### src/logic/dctom_defines.svh
// timing counts and fault code values for the torque-off monitor
`ifndef DCTOM_DEFINES_SVH
`define DCTOM_DEFINES_SVH
`define DCTOM_CLK_MHZ 100
`define DCTOM_TRIG_MS 10
`define DCTOM_IND_E40_MS 100
`define DCTOM_IND_FLT_MS 280
`define DCTOM_FILT_US 1000
`define DCTOM_FILT_CYC ((`DCTOM_FILT_US * `DCTOM_CLK_MHZ))
`define DCTOM_IND_E40_CYC (((`DCTOM_IND_E40_MS * 1000 - `DCTOM_FILT_US) * `DCTOM_CLK_MHZ) - 8)
`define DCTOM_IND_FLT_CYC (((`DCTOM_IND_FLT_MS * 1000 - `DCTOM_FILT_US) * `DCTOM_CLK_MHZ) - 8)
`define DCTOM_AB_DLY_MS 200
`define DCTOM_AB_DLY_CYC ((`DCTOM_AB_DLY_MS * 1000 * `DCTOM_CLK_MHZ) + 1)
`define DCTOM_CODE_NONE 8'h00
`define DCTOM_CODE_E40 8'h28
`define DCTOM_CODE_E41 8'h29
`define DCTOM_CODE_E42 8'h2A
`define DCTOM_CODE_E43 8'h2B
`endif

### src/logic/dctom_pkg.sv
// types shared by the torque-off monitor
package dctom_pkg;
    typedef enum logic [2:0] {
        DCTOM_ST_RUN = 3'b000,
        DCTOM_ST_E40 = 3'b001,
        DCTOM_ST_E41 = 3'b010,
        DCTOM_ST_E42 = 3'b011,
        DCTOM_ST_E43 = 3'b100
    } dctom_state_e;
endpackage

### src/logic/dctom_filter.sv
// synchroniser plus stability filter for one safe channel
`timescale 1ns/1ps
`default_nettype none
module dctom_filter #(
    parameter int FILT_CYC = 100000
) (
    // clocking
    input wire logic mclk,
    input wire logic rst_n,
    input wire logic clk_en,
    // channel
    input wire logic raw_closed,
    output logic filt_closed
);
    logic s1_r, s2_r, s1_nxt, s2_nxt;
    logic filt_r, filt_nxt;
    logic [31:0] cnt_r, cnt_nxt;

    // next values: level must hold steady for the whole window to count
    always_comb
    begin
        s1_nxt = raw_closed;
        s2_nxt = s1_r;
        filt_nxt = filt_r;
        cnt_nxt = 32'h0;
        if (s2_r != filt_r)
        begin
            if (cnt_r >= 32'(FILT_CYC - 1))
                filt_nxt = s2_r;
            else
                cnt_nxt = cnt_r + 32'h1;
        end
    end

    // registers; reset to open so power-up is safe
    always_ff @(posedge mclk)
    begin
        if (!rst_n)
        begin
            s1_r <= 1'b0;
            s2_r <= 1'b0;
            filt_r <= 1'b0;
            cnt_r <= 32'h0;
        end
        else if (clk_en)
        begin
            s1_r <= s1_nxt;
            s2_r <= s2_nxt;
            filt_r <= filt_nxt;
            cnt_r <= cnt_nxt;
        end
    end

    assign filt_closed = filt_r;
endmodule
`default_nettype wire

### src/logic/dctom_monitor.sv
// dual channel torque-off monitor: classification, latching, output cutoff
`timescale 1ns/1ps
`default_nettype none
`include "dctom_defines.svh"
module dctom_monitor
    import dctom_pkg::*;
#(
    parameter int FILT_CYC = `DCTOM_FILT_CYC,
    parameter int IND_E40_CYC = `DCTOM_IND_E40_CYC,
    parameter int IND_FLT_CYC = `DCTOM_IND_FLT_CYC,
    parameter int AB_DLY_CYC = `DCTOM_AB_DLY_CYC
) (
    // clocking
    input wire logic mclk,
    input wire logic rst_n,
    input wire logic clk_en,
    // safe channels, high means contact closed
    input wire logic safe_channel_a,
    input wire logic safe_channel_b,
    // operator controls
    input wire logic start_cmd,
    input wire logic stop_cmd,
    input wire logic fault_reset,
    input wire logic fault_autoreset_setting,
    // drive side
    output logic torque_enable,
    output logic safe_torque_cutoff,
    output logic running,
    // indication
    output logic [7:0] fault_code,
    output logic fault_active
);
    ////////////////////////////////////////////////////////////////
    // channel conditioning
    logic a_closed, b_closed;

    dctom_filter #(.FILT_CYC(FILT_CYC)) u_filt_a (
        .mclk(mclk),
        .rst_n(rst_n),
        .clk_en(clk_en),
        .raw_closed(safe_channel_a),
        .filt_closed(a_closed)
    );
    dctom_filter #(.FILT_CYC(FILT_CYC)) u_filt_b (
        .mclk(mclk),
        .rst_n(rst_n),
        .clk_en(clk_en),
        .raw_closed(safe_channel_b),
        .filt_closed(b_closed)
    );

    ////////////////////////////////////////////////////////////////
    // discrepancy timer: channels disagreeing longer than the switch
    // transition time is treated as a single-channel fault, so a normal
    // two-contact opening with skew settles as E40, not E41/E42
    logic [31:0] dis_cnt_r, dis_cnt_nxt;
    logic dis_exp;
    logic [31:0] ind_cnt_r, ind_cnt_nxt;

    always_comb
    begin
        dis_cnt_nxt = 32'h0;
        if (a_closed != b_closed)
        begin
            if (dis_cnt_r < 32'(AB_DLY_CYC))
                dis_cnt_nxt = dis_cnt_r + 32'h1;
            else
                dis_cnt_nxt = dis_cnt_r;
        end
    end
    assign dis_exp = (dis_cnt_r >= 32'(AB_DLY_CYC));

    ////////////////////////////////////////////////////////////////
    // fault state machine
    dctom_state_e st_r, st_nxt;
    logic pend_r, pend_nxt;       // a fault is cutting torque but not yet displayed
    logic [2:0] pend_kind_r, pend_kind_nxt;
    logic run_r, run_nxt;
    logic tq_r, tq_nxt;
    logic cut_r, cut_nxt;
    logic [7:0] code_r, code_nxt;
    logic fa_r, fa_nxt;
    logic any_open;
    logic [7:0] disp;

    assign any_open = !a_closed || !b_closed;

    always_comb
    begin
        st_nxt = st_r;
        run_nxt = run_r;
        pend_nxt = pend_r;
        pend_kind_nxt = pend_kind_r;
        ind_cnt_nxt = ind_cnt_r;
        unique case (st_r)
            DCTOM_ST_RUN:
            begin
                if (any_open && !pend_r)
                begin
                    pend_nxt = 1'b1;
                    ind_cnt_nxt = 32'h0;
                end
                else if (pend_r)
                begin
                    ind_cnt_nxt = ind_cnt_r + 32'h1;
                    if (!a_closed && !b_closed)
                    begin
                        if (ind_cnt_r >= 32'(IND_E40_CYC - 1))
                        begin
                            st_nxt = DCTOM_ST_E40;
                            pend_nxt = 1'b0;
                        end
                    end
                    else if (dis_exp)
                    begin
                        st_nxt = a_closed ? DCTOM_ST_E42 : DCTOM_ST_E41;
                        pend_nxt = 1'b0;
                    end
                    else if (!any_open)
                    begin
                        // glitch that healed before indication: still stopped
                        pend_nxt = 1'b0;
                    end
                    else if (ind_cnt_r >= 32'(IND_FLT_CYC - 1))
                    begin
                        st_nxt = a_closed ? DCTOM_ST_E42 : DCTOM_ST_E41;
                        pend_nxt = 1'b0;
                    end
                end
            end
            DCTOM_ST_E40:
            begin
                if (a_closed && b_closed && (fault_reset || fault_autoreset_setting))
                    st_nxt = DCTOM_ST_RUN;
                else if (dis_exp)
                    // one channel stuck while the other recovered
                    st_nxt = DCTOM_ST_E43;
            end
            DCTOM_ST_E41, DCTOM_ST_E42:
            begin
                // latched until power cycle; a later disagreement the
                // other way means both channels have misbehaved
                // both abnormal
                if (dis_exp && ((st_r == DCTOM_ST_E41) ? !b_closed && a_closed : !a_closed && b_closed))
                    st_nxt = DCTOM_ST_E43;
            end
            DCTOM_ST_E43:
            begin
                st_nxt = DCTOM_ST_E43;
            end
            default:
                st_nxt = DCTOM_ST_E43;
        endcase
        pend_kind_nxt = {1'b0, a_closed, b_closed};
        // start ignored and running dropped under any fault
        if (any_open || pend_r || st_r != DCTOM_ST_RUN)
            run_nxt = 1'b0;
        else if (stop_cmd)
            run_nxt = 1'b0;
        else if (start_cmd)
            run_nxt = 1'b1;
    end

    ////////////////////////////////////////////////////////////////
    // outputs
    always_comb
    begin
        unique case (st_r)
            DCTOM_ST_E40: disp = `DCTOM_CODE_E40;
            DCTOM_ST_E41: disp = `DCTOM_CODE_E41;
            DCTOM_ST_E42: disp = `DCTOM_CODE_E42;
            DCTOM_ST_E43: disp = `DCTOM_CODE_E43;
            default: disp = `DCTOM_CODE_NONE;
        endcase
    end

    always_comb
    begin
        // cut within one cycle of the filtered change
        cut_nxt = any_open || pend_r || (st_r != DCTOM_ST_RUN);
        tq_nxt = !cut_nxt && run_nxt;
        code_nxt = disp;
        fa_nxt = (st_r != DCTOM_ST_RUN);
    end

    // state registers
    always_ff @(posedge mclk)
    begin
        if (!rst_n)
        begin
            st_r <= DCTOM_ST_RUN;
            run_r <= 1'b0;
            pend_r <= 1'b1;      // open at power-up until filters settle
            pend_kind_r <= 3'h0;
            ind_cnt_r <= 32'h0;
            dis_cnt_r <= 32'h0;
            tq_r <= 1'b0;
            cut_r <= 1'b1;
            code_r <= `DCTOM_CODE_NONE;
            fa_r <= 1'b0;
        end
        else if (clk_en)
        begin
            st_r <= st_nxt;
            run_r <= run_nxt;
            pend_r <= pend_nxt;
            pend_kind_r <= pend_kind_nxt;
            ind_cnt_r <= ind_cnt_nxt;
            dis_cnt_r <= dis_cnt_nxt;
            tq_r <= tq_nxt;
            cut_r <= cut_nxt;
            code_r <= code_nxt;
            fa_r <= fa_nxt;
        end
    end

    assign torque_enable = tq_r;
    assign safe_torque_cutoff = cut_r;
    assign running = run_r;
    assign fault_code = code_r;
    assign fault_active = fa_r;
endmodule
`default_nettype wire

### config.mk
export PLATFORM = sky130hd
export DESIGN_NAME = dctom_monitor
export DESIGN_NICKNAME = d
export VERILOG_FILES = /design/src/logic/dctom_pkg.sv /design/src/logic/dctom_filter.sv /design/src/logic/dctom_monitor.sv
export VERILOG_INCLUDE_DIRS = /design/src /design/src/logic
export SDC_FILE = /design/constraint.sdc
export NUM_CORES = 1
export LEC_CHECK = 0
export BUFFER_PORTS_ARGS = -buffer_cell sky130_fd_sc_hd__buf_2
export CORE_UTILIZATION = 30
export DETAILED_ROUTE_END_ITERATION = 16
export HOLD_SLACK_MARGIN = 0.12
export PLACE_DENSITY = 0.48
export SLEW_MARGIN = 0
export SYNTH_ARGS = -nofsm -noshare
export SYNTH_HDL_FRONTEND = slang
export SYNTH_SLANG_ARGS = --single-unit
### constraint.sdc
create_clock -name mclk -period 7.6 [get_ports mclk]
set_input_delay 0 -clock mclk [delete_from_list [all_inputs] [get_ports mclk]]
set_output_delay 0 -clock mclk [all_outputs]
set_load 0.01 [all_outputs]
==> qor.txt <==
fin nets - 829
Routed Antenna Nets - 0
PwrDens - 222 nW/um^2
CP Cell Sequence - or4_1, a32oi_1, o21ai_1, nor4_4, nand2_1, nor3_1, o21a_1
Filler cells - 2,307
Crit Path Max Fanout - 19
Worst-Skew Late Latency - 420 ps
Final min period - 3090 ps
Final Worst Setup Slack - 4510 ps
Req. time, crit path - 7960 ps
largest net degree at the start of global routing - 54
Hold Path Origin - rst_n
GRT Total Usage - 0.132
syn_area_per_cell - 8.38 um^2
Slew @ Worst Pin - 1150 ps
core area - 21,900 um^2
vias per cell - 4.93
number of global-route vias before repair - 5,103
Final Skew - 11.9 ps
Synth Warn # - 0
final setup fails - 0
initial detailed-routing violation count - 247
endpoint class of the critical path - flip-flop
r2r endpoint - u_filt_a.cnt_r[8]$_SDFFE_PN0P_
Max Clock Freq - 324 MHz
sequential element share of the synthesized area - 0.428
final wirelength - 14,600 um
worst-case clock buffer depth - 2
worst min path class - in -> reg
r2r setup slk - 4510 ps
Root Driver - clkbuf_16
max_slew headroom - 0.226
post-DR wirelength/cell - 13.2 um
Final period util - 0.407
CTS clk-pin slew, worst paths - 60 ps
Post-synth top flop - dfxtp_1
IO buf count - 16
Die Span Y - 152 um
io pins - 21
DR pass1 iterations - 4
Cells after DPL - 1,067
GRT overflow - 0
hold path endpoint - u_filt_a.cnt_r[5]$_SDFFE_PN0P_
Leakage - 0.00275 uW
Area Growth Syn to Fin - 14.5%
CTS Buf Count - 17
final hold violations - 0
DRC viols - 0
RSZ-0062 raised after global routing - false
CP arrival - 3450 ps
TritonCTS clock tree - built
clock sink count - 144
Startpoint Class - flip-flop
CTS H-tree lvls - 4
Gate Count Post-Synth - 804
reg-to-reg critical path startpoint - u_filt_a.cnt_r[11]$_SDFFE_PN0P_
die width - 152 um
Vias - 5,442
layout cell share with drive strength beyond 1 - 0.0911
Post-synth EDFFs - 0
Placer Congestion - 0.781
starting density of the core - 0.308
synthesized cell area - 6730 um^2
initial antenna violation count - 0
Max-cap violations - 0
Post-DP HPWL - 9330 um
Cell Count, Final, Fillers Out - 1,103
Max Transition Viols Final - 0
post-cts resize count - 0
synthesized flop and latch total - 144
setup TNS after final layout - 0 ps
cells on worst reg2reg path - 7
FFs w/ async S/R, synth - 0
diode count - 0
max incr delay on CP - 830 ps
first-pass GRT wire length - 25,300 um
Cells on Worst Hold Path - 3
outcome - completed
Netlist cell types - 61
peak supply drop - 117 uV
critical path type - reg -> reg
Slowest cell on crit path - nor4_4
Placement Setup Slack - 4480 ps
Row Count - 54
die area - 23,000 um^2
==> stage by stage <==
step	power, uW	utilization	hold WS, ps	area (um^2)
3_5_place_dp	823	0.321	257	7030
4_1_cts	1740	0.352	133	7710
5_1_grt	1780	0.352	174	7710
3_3_place_gp	824	0.321	238	7030
2_1_floorplan	810	-	147	6750
6_report	1710	0.352	156	7710
==> cells in the final DEF, fill, tap and decap left out, types with 6 or more instances in the layout <==
cell type / instances
xnor2_1: 34
inv_1: 24
o21a_1: 19
and4_1: 8
nand2_1: 65
buf_2: 16
buf_4: 6
a21oi_1: 32
a21boi_1: 8
or2_2: 6
nor2_1: 115
nor3b_1: 9
ha_1: 10
clkbuf_16: 17
nor4_1: 22
nand3_1: 39
dfxtp_1: 144
nor3_1: 42
mux2i_1: 8
and3_1: 39
xor2_1: 19
and2_1: 8
or4_1: 7
nand4_1: 12
o21ai_0: 26
==> power breakdown <==
part           internal, uW  switching (uW)
clock                   583             320
sequential              758            3.03
combinational          13.6            32.5
==> timing repair <==
action / 4_1_cts / 5_1_grt
endpoints found under the hold margin: 3 / 0
setup buffers: 0 / 0
hold buffers: 4 / 0
==> routing by layer <==
metal / up-vias / share of wire / global-route usage
met5: - / 0 / 0
met4: 0 / 0.0094 / 0.0429
met3: 11 / 0.022 / 0.0319
met2: 50 / 0.45 / 0.206
met1: 2548 / 0.52 / 0.179
li1: 2833 / - / -
==> synthesized netlist by cell type (all sizes together), types with 6 or more instances <==
master,n,share of area
and2,9,0.0085
o21a,19,0.021
or3,7,0.0069
a21oi,32,0.024
a21boi,14,0.016
dfxtp,144,0.43
nand3,39,0.029
or4,7,0.0078
nor2,115,0.064
buf,13,0.015
nor3,42,0.031
nor4,24,0.027
nand4,14,0.016
mux2i,8,0.012
ha,10,0.019
clkbuf,29,0.016
and4,9,0.012
xor2,19,0.025
nor3b,9,0.010
nand2,65,0.036
or2,6,0.0056
o21ai,29,0.022
inv,24,0.013
and3,40,0.037
xnor2,34,0.044
==> how the worst max path moves through the flow <==
stage                                    startpoint  depth (start not counted)  slack (ps)                         endpoint
global placement    u_filt_a.cnt_r[11]$_SDFFE_PN0P_                          7        4510  u_filt_a.cnt_r[10]$_SDFFE_PN0P_
detailed placement  u_filt_a.cnt_r[11]$_SDFFE_PN0P_                          7        4480   u_filt_a.cnt_r[8]$_SDFFE_PN0P_
finish              u_filt_a.cnt_r[11]$_SDFFE_PN0P_                          7        4510   u_filt_a.cnt_r[8]$_SDFFE_PN0P_
CTS                 u_filt_a.cnt_r[11]$_SDFFE_PN0P_                          7        4460  u_filt_a.cnt_r[10]$_SDFFE_PN0P_
global route         u_filt_a.cnt_r[0]$_SDFFE_PN0P_                          8        4200   u_filt_a.cnt_r[7]$_SDFFE_PN0P_
floorplan                      st_r[0]$_SDFFE_PN0P_                          9        5200       ind_cnt_r[30]$_SDFFE_PN0P_
==> flip-flops by register name (all words and copies together) (netlist names), 3 cells and up <==
signal and cells:
dis_cnt_r 32, ind_cnt_r 32, u_filt_a.cnt_r 32, st_r 3, u_filt_b.cnt_r 32, fault_code 3
==> cell families after synthesis <==
group                    share of synthesized area
AO/OA/AOI/OAI                                0.118
XOR/XNOR                                    0.0689
adder cells (fa/ha/maj)                     0.0186
buffers and inverters                       0.0452
flip-flops                                   0.428
multiplexers                                0.0119
other                                     0.000557
AND/OR/NAND/NOR                              0.309
==> area by class of cell <==
type                       instances  area, um^2  area share
multi-input combinational        597        3580       0.464
inverter                          24        90.1      0.0117
clock buffer                      22         484      0.0628
clock inverter                    10         156      0.0203
timing repair buffer              26         165      0.0214
sequential                       144        2880       0.374
tap                              280         350      0.0454
==> critical path: cells and delay by family, from the launching register on <==
| family | cells | cell delay [ps] |
|---|---|---|
| and+or+nand+nor | 4 | 2210 |
| AOI/OAI and AO/OA | 3 | 490 |
| DFF | 1 | 340 |
No activity file was read; power rests on OpenSTA's default activity.
